==> src/inc/cisf_pkg.sv <==
// cisf_pkg: constants and carriers for the CAN event/condition flag block.
// assumes the SPI engine decodes opcodes and hands over one byte per access.
package cisf_pkg;

  // host opcodes
  localparam logic [7:0] OP_RD_EVENTS   = 8'hDE;
  localparam logic [7:0] OP_WR_EV_EN    = 8'h1C;
  localparam logic [7:0] OP_RD_EV_EN    = 8'hE4;
  localparam logic [7:0] OP_RD_COND     = 8'hE2;
  localparam logic [7:0] OP_WR_COND_EN  = 8'h1E;
  localparam logic [7:0] OP_RD_COND_EN  = 8'hE6;
  localparam logic [7:0] OP_WR_AUX_SEL  = 8'h22;
  localparam logic [7:0] OP_RD_AUX_SEL  = 8'hE8;
  localparam logic [7:0] OP_RD_ERROR    = 8'hDC;

  // event flag positions
  localparam int EV_RX_STAGING = 7;
  localparam int EV_RX_ACCEPT  = 6;
  localparam int EV_TX_DONE    = 5;
  localparam int EV_BUS_FAULT  = 4;
  localparam int EV_MODE       = 3;
  localparam int EV_WAKE       = 2;
  localparam int EV_FILTER1    = 1;
  localparam int EV_FILTER0    = 0;

  // condition flag positions
  localparam int CF_TX_EMPTY  = 7;
  localparam int CF_TX_FULL   = 6;
  localparam int CF_HIST_FULL = 5;
  localparam int CF_ERR_WARN  = 4;
  localparam int CF_ERR_PASS  = 3;
  localparam int CF_BUS_OFF   = 2;
  localparam int CF_RX_EMPTY  = 1;
  localparam int CF_RX_FULL   = 0;

  // reset values
  localparam logic [7:0] EV_FLAGS_RST = 8'h00;
  localparam logic [7:0] EV_EN_RST    = 8'h00;
  localparam logic [7:0] COND_RST     = 8'h82;
  localparam logic [7:0] COND_EN_RST  = 8'h00;
  localparam logic [7:0] AUX_SEL_RST  = 8'h00;
  localparam logic [3:0] FILT_NONE    = 4'h0;
  localparam logic [2:0] MODE_RST     = 3'h0;

  // error-warning window on either error counter
  localparam logic [7:0] WARN_LO = 8'h60;
  localparam logic [7:0] WARN_HI = 8'h7F;

  typedef enum logic [1:0] {
    CISF_RUN   = 2'b01,
    CISF_DRAIN = 2'b10
  } cisf_mode_e;

  // one-cycle event pulses from the protocol engine
  typedef struct packed {
    logic       rx_staging;
    logic       rx_accept;
    logic [2:0] hit_idx;
    logic       tx_done;
    logic [4:0] err_cause;
    logic       bus_wake;
  } cisf_event_s;

  // level conditions from FIFOs and error counters
  typedef struct packed {
    logic       tx_empty;
    logic       tx_full;
    logic       hist_full;
    logic       err_passive;
    logic       bus_off;
    logic       rx_empty;
    logic       rx_full;
    logic [7:0] tec;
    logic [7:0] rec;
  } cisf_cond_s;

endpackage

==> src/logic/cisf_core.sv <==
// cisf_core: latched event flags, self-clearing condition flags, pins.
// assumes opcode accesses arrive one per cycle, already decoded from SPI.
`timescale 1ns/10ps

// Function
// - enabled event flag latches interrupt pin high
// - event flag read returns then clears all
// - bit7 set on frame in staging buffer
// - bit6 set on filtered frame into FIFO
// - bit5 set on successful transmit
// - bit4 on bus error, cause kept
// - bit3 on mode change after TX drain
// - bit2 set on wake from bus activity
// - bit1 on filter one, code 1001
// - bit0 on filter zero, code 1000
// - event enable register, opcodes 1C/E4
// - condition flag read changes nothing
// - condition flags track their conditions
// - enabled condition rise pulses status pin
// - bit7 transmit queue empty, resets one
// - bit6 transmit queue full, resets zero
// - bit5 transmit history queue full
// - bit4 when either counter 96..127
// - bit3 error passive, bit2 bus off
// - bit1 receive queue empty, resets one
// - bit0 receive queue full, resets zero
// - any flag mirrored on either aux pin
// - condition enable register, opcodes 1E/E6
// - nibble selectors: events 0-7, conditions 8-15
module cisf_core (
  input  wire logic               mclk,
  input  wire logic               srst,
  input  wire logic               cmd_valid,
  input  wire logic               cmd_write,
  input  wire logic [7:0]         cmd_op,
  input  wire logic [7:0]         cmd_wdata,
  output logic                    rsp_valid,
  output logic [7:0]              rsp_rdata,
  input  wire cisf_pkg::cisf_event_s ev,
  input  wire cisf_pkg::cisf_cond_s  cnd,
  input  wire logic               mode_req_valid,
  input  wire logic [2:0]         mode_req,
  output logic [2:0]              cur_mode,
  output logic [3:0]              filter_match_code,
  output logic                    int_pin,
  output logic                    stat_pin,
  output logic                    aux_out_pin_a,
  output logic                    aux_out_pin_b
);

  //////////////////////////////////////////////////////////////////////////////

  function automatic logic in_warn(input logic [7:0] cnt);
    in_warn = (cnt >= cisf_pkg::WARN_LO) && (cnt <= cisf_pkg::WARN_HI);
  endfunction

  function automatic logic pick(input logic [3:0] sel, input logic [7:0] evf,
                                input logic [7:0] cf);
    pick = sel[3] ? cf[sel[2:0]] : evf[sel[2:0]];
  endfunction

  logic [7:0] event_flags;
  logic [7:0] event_enables;
  logic [7:0] condition_flags;
  logic [7:0] condition_flag_enables;
  logic [7:0] aux_pin_select;
  logic [4:0] err_cause;
  logic [2:0] pend_mode;
  cisf_pkg::cisf_mode_e mode_state;

  logic       rd_ev;
  logic       rd_err;
  logic       mode_apply;
  logic [7:0] set_vec;
  logic [7:0] cond_vec;
  logic [7:0] next_event_flags;
  logic [7:0] next_event_enables;

  assign rd_ev  = cmd_valid && !cmd_write && cmd_op == cisf_pkg::OP_RD_EVENTS;
  assign rd_err = cmd_valid && !cmd_write && cmd_op == cisf_pkg::OP_RD_ERROR;
  assign mode_apply = mode_state == cisf_pkg::CISF_DRAIN && cnd.tx_empty;

  //////////////////////////////////////////////////////////////////////////////
  // event capture

  always_comb begin
    set_vec = 8'h00;
    set_vec[cisf_pkg::EV_RX_STAGING] = ev.rx_staging;
    set_vec[cisf_pkg::EV_RX_ACCEPT]  = ev.rx_accept;
    set_vec[cisf_pkg::EV_TX_DONE]    = ev.tx_done;
    set_vec[cisf_pkg::EV_BUS_FAULT]  = |ev.err_cause;
    set_vec[cisf_pkg::EV_MODE]       = mode_apply;
    set_vec[cisf_pkg::EV_WAKE]       = ev.bus_wake;
    set_vec[cisf_pkg::EV_FILTER1]    = ev.rx_accept && ev.hit_idx == 3'h1;
    set_vec[cisf_pkg::EV_FILTER0]    = ev.rx_accept && ev.hit_idx == 3'h0;
  end

  // a set arriving with the clearing read survives into the next read
  assign next_event_flags = (rd_ev ? 8'h00 : event_flags) | set_vec;

  // an enable written while its flag already stands raises the pin at once
  assign next_event_enables = (cmd_valid && cmd_write && cmd_op == cisf_pkg::OP_WR_EV_EN)
                              ? cmd_wdata : event_enables;

  always_ff @(posedge mclk) begin
    if (srst) begin
      event_flags <= cisf_pkg::EV_FLAGS_RST;
    end else begin
      event_flags <= next_event_flags;
    end
  end

  // pin stays latched even if enables drop; only the read releases it
  always_ff @(posedge mclk) begin
    if (srst) begin
      int_pin <= 1'b0;
    end else begin
      int_pin <= (int_pin && !rd_ev) | (|(next_event_flags & next_event_enables));
    end
  end

  // error cause bits stay until the error register is read
  always_ff @(posedge mclk) begin
    if (srst) begin
      err_cause <= 5'h00;
    end else begin
      err_cause <= (rd_err ? 5'h00 : err_cause) | ev.err_cause;
    end
  end

  always_ff @(posedge mclk) begin
    if (srst) begin
      filter_match_code <= cisf_pkg::FILT_NONE;
    end else if (ev.rx_accept) begin
      filter_match_code <= {1'b1, ev.hit_idx};
    end
  end

  //////////////////////////////////////////////////////////////////////////////
  // mode change waits for the transmit queue to drain

  always_ff @(posedge mclk) begin
    if (srst) begin
      mode_state <= cisf_pkg::CISF_RUN;
      pend_mode  <= cisf_pkg::MODE_RST;
      cur_mode   <= cisf_pkg::MODE_RST;
    end else begin
      unique case (mode_state)
        cisf_pkg::CISF_RUN: begin
          if (mode_req_valid) begin
            pend_mode  <= mode_req;
            mode_state <= cisf_pkg::CISF_DRAIN;
          end
        end
        cisf_pkg::CISF_DRAIN: begin
          if (mode_apply) begin
            cur_mode   <= pend_mode;
            mode_state <= cisf_pkg::CISF_RUN;
          end else if (mode_req_valid) begin
            pend_mode <= mode_req;
          end
        end
        default: begin
          mode_state <= cisf_pkg::CISF_RUN;
        end
      endcase
    end
  end

  //////////////////////////////////////////////////////////////////////////////
  // condition flags

  always_comb begin
    cond_vec = 8'h00;
    cond_vec[cisf_pkg::CF_TX_EMPTY]  = cnd.tx_empty;
    cond_vec[cisf_pkg::CF_TX_FULL]   = cnd.tx_full;
    cond_vec[cisf_pkg::CF_HIST_FULL] = cnd.hist_full;
    cond_vec[cisf_pkg::CF_ERR_WARN]  = in_warn(cnd.tec) || in_warn(cnd.rec);
    cond_vec[cisf_pkg::CF_ERR_PASS]  = cnd.err_passive;
    cond_vec[cisf_pkg::CF_BUS_OFF]   = cnd.bus_off;
    cond_vec[cisf_pkg::CF_RX_EMPTY]  = cnd.rx_empty;
    cond_vec[cisf_pkg::CF_RX_FULL]   = cnd.rx_full;
  end

  // no read term here: reading leaves these untouched
  always_ff @(posedge mclk) begin
    if (srst) begin
      condition_flags <= cisf_pkg::COND_RST;
    end else begin
      condition_flags <= cond_vec;
    end
  end

  always_ff @(posedge mclk) begin
    if (srst) begin
      stat_pin <= 1'b0;
    end else begin
      stat_pin <= |(cond_vec & ~condition_flags & condition_flag_enables);
    end
  end

  //////////////////////////////////////////////////////////////////////////////
  // aux pins

  always_ff @(posedge mclk) begin
    if (srst) begin
      aux_out_pin_a <= 1'b0;
      aux_out_pin_b <= 1'b0;
    end else begin
      aux_out_pin_a <= pick(aux_pin_select[3:0], event_flags, condition_flags);
      aux_out_pin_b <= pick(aux_pin_select[7:4], event_flags, condition_flags);
    end
  end

  //////////////////////////////////////////////////////////////////////////////
  // opcode access

  always_ff @(posedge mclk) begin
    if (srst) begin
      event_enables          <= cisf_pkg::EV_EN_RST;
      condition_flag_enables <= cisf_pkg::COND_EN_RST;
      aux_pin_select         <= cisf_pkg::AUX_SEL_RST;
    end else if (cmd_valid && cmd_write) begin
      if (cmd_op == cisf_pkg::OP_WR_EV_EN) begin
        event_enables <= cmd_wdata;
      end
      if (cmd_op == cisf_pkg::OP_WR_COND_EN) begin
        condition_flag_enables <= cmd_wdata;
      end
      if (cmd_op == cisf_pkg::OP_WR_AUX_SEL) begin
        aux_pin_select <= cmd_wdata;
      end
    end
  end

  // unknown opcodes answer zero so the host never sees stale data
  always_ff @(posedge mclk) begin
    if (srst) begin
      rsp_valid <= 1'b0;
      rsp_rdata <= 8'h00;
    end else begin
      rsp_valid <= cmd_valid && !cmd_write;
      if (cmd_valid && !cmd_write) begin
        unique case (cmd_op)
          cisf_pkg::OP_RD_EVENTS:  rsp_rdata <= event_flags;
          cisf_pkg::OP_RD_EV_EN:   rsp_rdata <= event_enables;
          cisf_pkg::OP_RD_COND:    rsp_rdata <= condition_flags;
          cisf_pkg::OP_RD_COND_EN: rsp_rdata <= condition_flag_enables;
          cisf_pkg::OP_RD_AUX_SEL: rsp_rdata <= aux_pin_select;
          cisf_pkg::OP_RD_ERROR:
            rsp_rdata <= {cnd.bus_off, cnd.tec[7], cnd.rec[7], err_cause};
          default:                 rsp_rdata <= 8'h00;
        endcase
      end
    end
  end
endmodule

==> config.mk <==
export PLATFORM = sky130hd
export DESIGN_NAME = cisf_core
export DESIGN_NICKNAME = d
export VERILOG_FILES = /design/src/inc/cisf_pkg.sv /design/src/logic/cisf_core.sv
export SDC_FILE = /design/constraint.sdc
export NUM_CORES = 1
export LEC_CHECK = 0
export BUFFER_PORTS_ARGS = -buffer_cell sky130_fd_sc_hd__buf_2
export CAP_MARGIN = 20
export CORE_MARGIN = 2
export CORE_UTILIZATION = 41
export DETAILED_ROUTE_END_ITERATION = 10
export PLACE_DENSITY_LB_ADDON = 0.08
export SLEW_MARGIN = 20
export SYNTH_ARGS = -nofsm -noshare
export SYNTH_HDL_FRONTEND = slang
export SYNTH_SLANG_ARGS = --single-unit
==> constraint.sdc <==
create_clock -name mclk -period 1.7 [get_ports mclk]
set_input_delay 0.34 -clock mclk [delete_from_list [all_inputs] [get_ports mclk]]
set_output_delay 0.34 -clock mclk [all_outputs]
set_load 0.1 [all_outputs]
### Word-level counts from Yosys, hierarchy flattened

Index checks and enable logic that the tools add are counted.

* flip-flop bits (word level): 70
* word-level logic and storage cells: 89
* output and inout bits: 20

* reductions and logical operators: 25
* mux-type cells: 20
* bitwise logic cells: 7
* eq/ne operators: 15
* magnitude comparators: 6

Operator list (number)
* 8-bit == test (second input constant): 6
* 8-bit case mux with 6 select lines: 1
* 8-bit AND: 3
* 8-bit by 5-bit == test with 1-bit output (second input constant): 2
* 8-bit by 7-bit >= comparator with 1-bit output (second input constant): 2
* 8-bit by 7-bit less-or-equal comparator with 1-bit output (second input constant): 2
* 8-bit two-way mux: 2
* 8-bit OR reduction: 2
* 1-bit binary-select mux with 3-bit select: 4
* 2-bit AND reduction: 6
* 1-bit logical AND: 11
* 8-bit by 6-bit == test with 1-bit output (second input constant): 1
* 3-bit by 4-bit < comparator with 1-bit output (second input constant): 2
* 8-bit NOT: 1
* 8-bit OR: 1
* 1-bit two-way mux: 6
* 3-bit two-way mux: 2
* 2-bit != test (second input constant): 3
* 3-bit case mux with 2 select lines: 1
* 5-bit two-way mux: 1
* 5-bit OR: 1
* 5-bit OR reduction: 1
* 2-bit two-way mux: 2
* 2-bit case mux with 2 select lines: 1
* other kinds (8): 9

### Depth between registers and ports, before layout

Gate-level depths: netlist of run 1.

* word-level depth: 8
* mapped depth: 6

### Worst setup path before layout of run 1

No wires, ideal clock.

* path type: register to register
* start point: reg aux_pin_select[0]
* end point: reg aux_out_pin_a
* period minus slack after synthesis: 1.801 ns
* path buffers: 1
* arrival: 1.673 ns
* setup slack: -0.101 ns
* cell stages (with the launch flop): 5
* cell sequence: dfxtp_1 > clkbuf_1 > mux4_2 > mux4_2 > nor2b_1

* word-level cells in the longest chain between the ends: 3

RTL lines
* start, declared: line cisf_core.sv:66 `logic [7:0] aux_pin_select;`
* start signal, assigned: line cisf_core.sv:222 `aux_pin_select <= cisf_pkg::AUX_SEL_RST;`
* start signal, assigned: line cisf_core.sv:231 `aux_pin_select <= cmd_wdata;`
* 1-bit binary-select mux with 3-bit select: line cisf_core.sv:59 `pick = sel[3] ? cf[sel[2:0]] : evf[sel[2:0]];`
* 1-bit two-way mux (not written as such): line cisf_core.sv:59
* 1-bit two-way mux *: line cisf_core.sv:59
* end signal, assigned: line cisf_core.sv:210 `aux_out_pin_a <= pick(aux_pin_select[3:0], event_flags, condition_flags);`
* end, declared: line cisf_core.sv:47 `output logic aux_out_pin_a,`

Every way passes the cells marked *; elsewhere a longest branch is shown, timed or not. The select of a mux whose other input is x is not followed.
A chain may end at the register's enable or synchronous reset.

### Worst setup path after layout of run 1

* start point: reg aux_pin_select[4]
* end point: reg aux_out_pin_b

* word-level cells in the longest chain between the ends: 3

RTL lines
* 1-bit binary-select mux with 3-bit select: line cisf_core.sv:59
* 1-bit two-way mux (not written as such): line cisf_core.sv:59
* 1-bit two-way mux *: line cisf_core.sv:59
* end signal, assigned: line cisf_core.sv:211 `aux_out_pin_b <= pick(aux_pin_select[7:4], event_flags, condition_flags);`
* end, declared: line cisf_core.sv:48 `output logic aux_out_pin_b`

Marks and branches as above.

==> results_tabular.tex, run 1 <==
\begin{tabular}{lr}
\hline
Metric & Value \\
\hline
\multicolumn{2}{l}{\textbf{Timing}} \\
\quad Final period util & 98.3\% \\
\quad Worst hold margin & 0.199 ns \\
\quad Fin. Hold Viols & 0 \\
\quad Post-route setup TNS & 0 ns \\
\quad Rel. slew slack & 67.5\% \\
\quad Transition at the pin with the smallest max-transition slack & 0.491 ns \\
\quad Max Freq & 599 MHz \\
\quad RSZ-0062 raised after global routing & true \\
\quad Final critical path time including I/O delays and setup & 1.67 ns \\
\quad Max Slew Vio Count & 0 \\
\quad Final-report setup violation count & 0 \\
\quad Slack of the critical path & 0.0294 ns \\
\quad Final setup skew & 0.0131 ns \\
\multicolumn{2}{l}{\textbf{Routing}} \\
\quad First DRT Iteration DRCs & 119 \\
\quad DRC Markers & 0 \\
\quad Routed via count & 2790 \\
\quad WL final & 8.75 mm \\
\quad Number of optimization iterations in the first detailed-route pass & 4 \\
\quad Number of vias per cell after detailed routing & 5.28 \\
\quad Post-route antenna net violation count & 0 \\
\quad Routed wire per std cell & 16.6 um \\
\multicolumn{2}{l}{\textbf{Logic synthesis}} \\
\quad Dominant register cell in the synthesized netlist & sky130\_fd\_sc\_hd\_\_dfxtp\_1 \\
\quad Number of instances in the synthesized netlist & 325 \\
\quad EDFF count, synth & 0 \\
\quad Per-instance average area after synthesis & 9.97 um\^{}2 \\
\quad Number of flip-flops and latches in the synthesized netlist & 70 \\
\quad Proportion of synthesized chip area in sequential cells & 43.2\% \\
\quad Yosys warning count & 0 \\
\quad Distinct cell type count of the synthesized netlist & 49 \\
\quad Cell area after synthesis & 3240 um\^{}2 \\
\quad Post-synth net total & 384 \\
\quad Async set-reset flop share out of synthesis & 0\% \\
\multicolumn{2}{l}{\textbf{GRT}} \\
\quad Largest net degree at the start of global routing & 29 \\
\quad Overall track demand over capacity in global routing & 21.6\% \\
\quad Via count of the first global-routing pass & 2749 \\
\quad Number of antenna violations at the first check in global routing & 0 \\
\quad Global-route wire length before repair & 14.3 mm \\
\quad Grt ovf & 0 \\
\multicolumn{2}{l}{\textbf{Die}} \\
\quad Number of top-level pins & 79 \\
\quad Std-Cell Core Area & 7690 um\^{}2 \\
\quad Die Span X & 92.9 um \\
\quad Number of rows in the core area & 32 \\
\quad Die height & 92.9 um \\
\quad Die Outline Area & 8630 um\^{}2 \\
\quad Effective utilization at floorplan & 42.2\% \\
\multicolumn{2}{l}{\textbf{Worst setup path}} \\
\quad Slowest-stage cell, CP & sky130\_fd\_sc\_hd\_\_mux4\_2 \\
\quad Startpoint class of the critical path & register \\
\quad Element type at the critical path end & register \\
\quad Buf/Inv on CP & 0 \\
\quad Largest fanout on the critical path & 6 \\
\quad Crit-path cells & mux4\_2 -> mux4\_2 -> nor2b\_1 \\
\quad Kind of cell adding the most delay to the critical path & multiplexers \\
\quad Type of the worst setup path & reg -> reg \\
\quad Crit path top cell by count & sky130\_fd\_sc\_hd\_\_mux4\_2 \\
\quad Worst path max stage delay & 0.53 ns \\
\quad Data required time of the worst path & 1.94 ns \\
\quad Data arrival time of the critical path & 1.91 ns \\
\multicolumn{2}{l}{\textbf{Run status}} \\
\quad Run status & completed \\
\multicolumn{2}{l}{\textbf{Layout}} \\
\quad Count of inserted antenna diode cells & 0 \\
\quad Final Util & 53.8\% \\
\quad Fill cell total of the finished layout & 768 \\
\quad Finished Cell Area & 4130 um\^{}2 \\
\quad Share of post-route cells with drive strength above 1 & 33.3\% \\
\quad Synthesis-to-layout area growth & 27.6\% \\
\quad Number of nets in the layout & 480 \\
\multicolumn{2}{l}{\textbf{Clocking}} \\
\quad Buffers from clock root to sink, at most & 2 \\
\quad CTS sink cnt & 70 \\
\quad Clock network latency to the later pin of the worst-skew pair & 0.36 ns \\
\quad Root Driver & sky130\_fd\_sc\_hd\_\_clkbuf\_8 \\
\quad Clock transition at path regs & 0.07 ns \\
\quad Number of buffers created by CTS & 9 \\
\quad Post-CTS setup repair buffer count & 0 \\
\quad Deepest level of the CTS H-tree & 3 \\
\quad CTS tree & done \\
\multicolumn{2}{l}{\textbf{Placement}} \\
\quad Dpl ws & -0.245 ns \\
\quad Port buffer count & 68 \\
\quad Placed standard-cell area & 3910 um\^{}2 \\
\quad Detailed placer's ending HPWL & 7.00 mm \\
\quad Placer's final routability congestion estimate & 0.967 \\
\multicolumn{2}{l}{\textbf{Power and ir drop}} \\
\quad Power density of the placed cells & 896 nW/um\^{}2 \\
\quad Leak pwr & 1.90 nW \\
\quad Worst-case vdd ir drop & 0.514 mV \\
\multicolumn{2}{l}{\textbf{Job}} \\
\quad Max-cap violations & 0 \\
\multicolumn{2}{l}{\textbf{Min path}} \\
\quad Class of the tightest hold or removal check & in -> reg \\
\hline
\end{tabular}
[layout by cell type, fill, tap and decap left out, types with 3 or more instances in the layout]
| cell | synthesis | routed |
|---|---|---|
| sky130_fd_sc_hd__a22oi_1 | 5 | 5 |
| sky130_fd_sc_hd__o31ai_1 | 5 | 5 |
| sky130_fd_sc_hd__nor2_1 | 60 | 60 |
| sky130_fd_sc_hd__clkbuf_8 | 0 | 9 |
| sky130_fd_sc_hd__a221oi_1 | 11 | 11 |
| sky130_fd_sc_hd__inv_1 | 6 | 6 |
| sky130_fd_sc_hd__mux4_2 | 10 | 10 |
| sky130_fd_sc_hd__nor2b_1 | 12 | 12 |
| sky130_fd_sc_hd__mux2i_1 | 37 | 37 |
| sky130_fd_sc_hd__nand2_1 | 8 | 8 |
| sky130_fd_sc_hd__a211oi_1 | 8 | 8 |
| sky130_fd_sc_hd__o21ai_0 | 5 | 5 |
| sky130_fd_sc_hd__buf_4 | 2 | 34 |
| sky130_fd_sc_hd__dfxtp_1 | 70 | 68 |
| sky130_fd_sc_hd__a21oi_1 | 15 | 15 |
| sky130_fd_sc_hd__nand4_1 | 4 | 4 |
| sky130_fd_sc_hd__nand3b_1 | 7 | 7 |
| sky130_fd_sc_hd__and3_1 | 4 | 4 |
| sky130_fd_sc_hd__buf_2 | 0 | 68 |
| sky130_fd_sc_hd__or3_1 | 3 | 3 |
[cells by family after synthesis]
family,Yosys count,share of synthesized area [%]
multiplexers,48,18.8
AO/OA/AOI/OAI,63,14.9
AND/OR/NAND/NOR,120,19.7
flip-flops,70,43.2
buffers and inverters,24,3.24
[where the power goes]
group          switching [mW]  total, mW  internal [mW]
clock network           0.649       1.48          0.830
registers              0.0438       1.74           1.69
logic                   0.308      0.489          0.181
[Yosys cell counts, types with 3 or more instances]
library cell                n  area (um^2)
sky130_fd_sc_hd__a221oi_1  11         96.3
sky130_fd_sc_hd__or3_1      3         18.8
sky130_fd_sc_hd__o21ai_0    5         25.0
sky130_fd_sc_hd__nand2_1    8         30.0
sky130_fd_sc_hd__clkbuf_1  14         52.6
sky130_fd_sc_hd__nor2b_1   12         75.1
sky130_fd_sc_hd__nor2_1    60          225
sky130_fd_sc_hd__o31ai_1    5         37.5
sky130_fd_sc_hd__and3_1     4         25.0
sky130_fd_sc_hd__inv_1      6         22.5
sky130_fd_sc_hd__a21oi_1   15         75.1
sky130_fd_sc_hd__mux2i_1   37          370
sky130_fd_sc_hd__a211oi_1   8         60.1
sky130_fd_sc_hd__mux4_2    10          225
sky130_fd_sc_hd__nand4_1    4         25.0
sky130_fd_sc_hd__dfxtp_1   70         1400
sky130_fd_sc_hd__a22oi_1    5         37.5
sky130_fd_sc_hd__nand3b_1   7         52.6
[state kept, by name (all words and copies together), names as in the netlist]
name                    cells
int_pin                     1
pend_mode                   3
aux_pin_select              8
filter_match_code           4
aux_out_pin_b               1
event_flags                 8
stat_pin                    1
rsp_rdata                   8
rsp_valid                   1
event_enables               8
aux_out_pin_a               1
condition_flags             8
err_cause                   5
mode_state                  2
condition_flag_enables      8
cur_mode                    3
[worst register-to-register path, stage by stage, from the launching register on]
cell and delay, ns:
sky130_fd_sc_hd__dfxtp_4 0.41, sky130_fd_sc_hd__mux4_2 0.53, sky130_fd_sc_hd__mux4_2 0.48, sky130_fd_sc_hd__nor2b_1 0.14
[layout make-up]
type | count | area [um^2] | share of cell area [%]
multi-input combinational | 231 | 1740 | 42.2
sequential | 70 | 1410 | 34.0
timing repair buffer | 103 | 616 | 14.9
tap | 102 | 128 | 3.09
clock buffer | 9 | 124 | 3.00
clock inverter | 7 | 95.1 | 2.30
inverter | 6 | 22.5 | 0.545
[final timing paths]
path | slack (ns) | endpoint | start | depth (start not counted)
worst max-delay path | 0.03 | aux_out_pin_b | aux_pin_select[4] | 3
worst min-delay path | 0.20 | condition_flags[1] | cnd[17] | 2
worst max register to register | 0.03 | aux_out_pin_b | aux_pin_select[4] | 3
worst min register to register | 0.47 | filter_match_code[3] | filter_match_code[3] | 2
[metal layers]
layer	GRT usage (%)	wire length, um	vias up
met2	34.2	3980	81
met3	5.04	515	9
met5	0	0	-
li1	-	-	1387
met1	28.6	4150	1313
met4	7.84	98	0
[through the flow]
stage	total power [mW]	cells
6_report	3.71	528
3_5_place_dp	2.27	512
5_1_grt	3.85	528
2_1_floorplan	2.07	325
3_3_place_gp	2.26	512
4_1_cts	3.74	528
[repair_timing]
item / 4_1_cts / 5_1_grt
cloned: 0 / 0
hold buffers: 0 / 0
endpoints found under the setup margin: 2 / 1
pin swaps: 0 / 0
gates resized for setup: 3 / 0
Note: power is estimated with default switching activity, not from simulation.
==> run 2, diff against run 1 <==
CORE_ASPECT_RATIO = 0.7   (was unset)
CORE_UTILIZATION = 48   (was 41)
==> results_tabular.tex, run 2 (synthesis gave the netlist of run 1 again) <==
\begin{tabular}{lr}
\hline
Metric & Value \\
\hline
\multicolumn{2}{l}{\textbf{Run status}} \\
\quad Run status & completed \\
\multicolumn{2}{l}{\textbf{Routing}} \\
\quad Number of optimization iterations in the first detailed-route pass & 4 \\
\quad Number of vias per cell after detailed routing & 5.46 \\
\quad WL final & 8.87 mm \\
\quad Post-route antenna net violation count & 0 \\
\quad First DRT Iteration DRCs & 185 \\
\quad Routed wire per std cell & 16.8 um \\
\quad DRC Markers & 0 \\
\quad Routed via count & 2881 \\
\multicolumn{2}{l}{\textbf{Layout}} \\
\quad Commonest non-fill, non-tap cells in the layout & sky130\_fd\_sc\_hd\_\_dfxtp\_1 (68), sky130\_fd\_sc\_hd\_\_buf\_2 (68), sky130\_fd\_sc\_hd\_\_nor2\_1 (60) \\
\quad Synthesis-to-layout area growth & 30.4\% \\
\quad Reg area & 1400 um\^{}2 \\
\quad Fill cell total of the finished layout & 592 \\
\quad Count of inserted antenna diode cells & 0 \\
\quad Final Util & 63.7\% \\
\quad Finished Cell Area & 4230 um\^{}2 \\
\quad Number of nets in the layout & 489 \\
\quad Share of post-route cells with drive strength above 1 & 34.8\% \\
\quad Area used by multi-input combinational logic & 1750 um\^{}2 \\
\multicolumn{2}{l}{\textbf{Timing}} \\
\quad Max Freq & 589 MHz \\
\quad Final critical path time including I/O delays and setup & 1.70 ns \\
\quad Final setup skew & 0.00737 ns \\
\quad Rel. slew slack & 67.5\% \\
\quad RSZ-0062 raised after global routing & true \\
\quad Post-route setup TNS & 0 ns \\
\quad Slack of the critical path & 0.00302 ns \\
\quad Final-report setup violation count & 0 \\
\quad Transition at the pin with the smallest max-transition slack & 0.490 ns \\
\quad Fin. Hold Viols & 0 \\
\quad Final period util & 99.8\% \\
\quad Max Slew Vio Count & 0 \\
\multicolumn{2}{l}{\textbf{Clocking}} \\
\quad Buffers from clock root to sink, at most & 2 \\
\quad Number of buffers inserted by hold repair at cts & 0 \\
\quad Deepest level of the CTS H-tree & 3 \\
\quad Post-CTS setup repair buffer count & 0 \\
\quad Clock network latency to the later pin of the worst-skew pair & 0.35 ns \\
\quad Clock transition at path regs & 0.08 ns \\
\quad Root Driver & sky130\_fd\_sc\_hd\_\_clkbuf\_8 \\
\quad Number of buffers created by CTS & 9 \\
\quad CTS sink cnt & 70 \\
\quad CTS tree & done \\
\multicolumn{2}{l}{\textbf{Job}} \\
\quad Max-cap violations & 0 \\
\multicolumn{2}{l}{\textbf{Power and ir drop}} \\
\quad Leak pwr & 1.96 nW \\
\quad Overall Power & 3.69 mW \\
\quad Worst-case vdd ir drop & 0.338 mV \\
\quad Power density of the placed cells & 873 nW/um\^{}2 \\
\multicolumn{2}{l}{\textbf{Min path}} \\
\quad Endpoint of the worst hold-timing path & condition\_flags[1] \\
\quad Class of the tightest hold or removal check & in -> reg \\
\quad Hold path start & cnd[17] \\
\quad Hold Path Cell Cnt & 2 \\
\multicolumn{2}{l}{\textbf{Die}} \\
\quad Number of rows in the core area & 25 \\
\quad Die Outline Area & 7430 um\^{}2 \\
\quad Number of top-level pins & 79 \\
\quad Effective utilization at floorplan & 48.9\% \\
\quad Die Span X & 102 um \\
\quad Die height & 72.7 um \\
\quad Std-Cell Core Area & 6630 um\^{}2 \\
\multicolumn{2}{l}{\textbf{GRT}} \\
\quad Number of antenna violations at the first check in global routing & 0 \\
\quad Met3 demand-to-capacity share in global routing & 7.57\% \\
\quad Grt ovf & 0 \\
\quad Largest net degree at the start of global routing & 26 \\
\quad GRT met1 Usage & 36.0\% \\
\quad Global-route wire length before repair & 14.0 mm \\
\quad Top Usage Layer GRT & met2 \\
\quad Via count of the first global-routing pass & 2757 \\
\quad Met2 Usage GRT & 39.0\% \\
\quad Overall track demand over capacity in global routing & 25.5\% \\
\multicolumn{2}{l}{\textbf{Worst setup path}} \\
\quad Reg-to-reg endpoint & aux\_out\_pin\_a \\
\quad Buf/Inv on CP & 1 \\
\quad Type of the worst setup path & reg -> reg \\
\quad Worst path max stage delay & 0.49 ns \\
\quad Worst reg2reg setup slack & 0.003 ns \\
\quad Origin of the critical flop-to-flop path & aux\_pin\_select[0] \\
\quad Startpoint class of the critical path & register \\
\quad Slowest-stage cell, CP & sky130\_fd\_sc\_hd\_\_mux4\_2 \\
\quad Data required time of the worst path & 1.95 ns \\
\quad Element type at the critical path end & register \\
\quad Launching element of the worst setup path & aux\_pin\_select[0] \\
\quad Largest fanout on the critical path & 5 \\
\quad Crit-path cells & buf\_12 -> mux4\_2 -> mux4\_2 -> nor2b\_4 \\
\quad Data arrival time of the critical path & 1.95 ns \\
\quad Depth of the worst register-to-register path & 4 \\
\quad Kind of cell adding the most delay to the critical path & multiplexers \\
\quad Crit path top cell by count & sky130\_fd\_sc\_hd\_\_mux4\_2 \\
\multicolumn{2}{l}{\textbf{Placement}} \\
\quad Dpl ws & -0.229 ns \\
\quad Detailed placer's ending HPWL & 7.01 mm \\
\quad Port buffer count & 68 \\
\quad Placer's final routability congestion estimate & 0.966 \\
\quad Placed standard-cell area & 4010 um\^{}2 \\
\hline
\end{tabular}
[run 2: cell types whose count changed in the layout (fill, tap and decap cells not counted)]
cell,before,now
sky130_fd_sc_hd__buf_4,34,40
sky130_fd_sc_hd__buf_12,1,4
sky130_fd_sc_hd__clkinv_4,0,2
sky130_fd_sc_hd__inv_6,2,0
sky130_fd_sc_hd__clkinvlp_4,1,0
sky130_fd_sc_hd__dfxtp_2,1,2
sky130_fd_sc_hd__dfxtp_4,1,0
sky130_fd_sc_hd__nor2b_1,12,11
sky130_fd_sc_hd__nor2b_4,0,1
[run 2: worst reg2reg max path, stage by stage, from the launching register on]
cell and delay, ns:
sky130_fd_sc_hd__dfxtp_2 0.36, sky130_fd_sc_hd__buf_12 0.12, sky130_fd_sc_hd__mux4_2 0.49, sky130_fd_sc_hd__mux4_2 0.49, sky130_fd_sc_hd__nor2b_4 0.14
[run 2: through the flow]
| step | hold slack, ns | instances |
|---|---|---|
| 6_report | 0.196 | 528 |
| 5_1_grt | 0.188 | 528 |
| 4_1_cts | 0.186 | 528 |
| 3_5_place_dp | 0.461 | 513 |
| 3_3_place_gp | 0.440 | 513 |
| 2_1_floorplan | 0.447 | 325 |
[run 2: power breakdown]
part	total, mW	internal, mW	switching (mW)	leakage (nW)
clock network	1.45	0.817	0.634	0.109
registers	1.74	1.70	0.0416	0.574
logic	0.504	0.191	0.313	1.27
[run 2: repair_timing]
| item | CTS | global route |
|---|---|---|
| setup endpoints to repair | 2 | 1 |
| gates resized for setup | 2 | 1 |
| pin swaps | 0 | 0 |
| cloned | 0 | 0 |
[run 2: layout make-up]
class	instances	area share, %
clock buffers	9	2.93
multi-input cells	231	41.4
inverters	6	0.533
well taps	94	2.78
repair buffers	112	17.1
flip-flops and latches	70	33.2
clock inverters	6	2.07
[run 2: per-layer routing]
layer,up-vias,part of all wire [%],wire length [um]
met2,102,46,4050
met4,0,0.68,60
met3,5,9.3,827
met1,1370,44,3930
li1,1404,-,-
met5,-,0,0
[run 2: worst max path at each step]
stage / endpoint / cells after the start
2_1_floorplan: int_pin / 5
3_3_place_gp: int_pin / 6
3_5_place_dp: int_pin / 6
4_1_cts: aux_out_pin_a / 4
5_1_grt: aux_out_pin_a / 4
6_report: aux_out_pin_a / 4
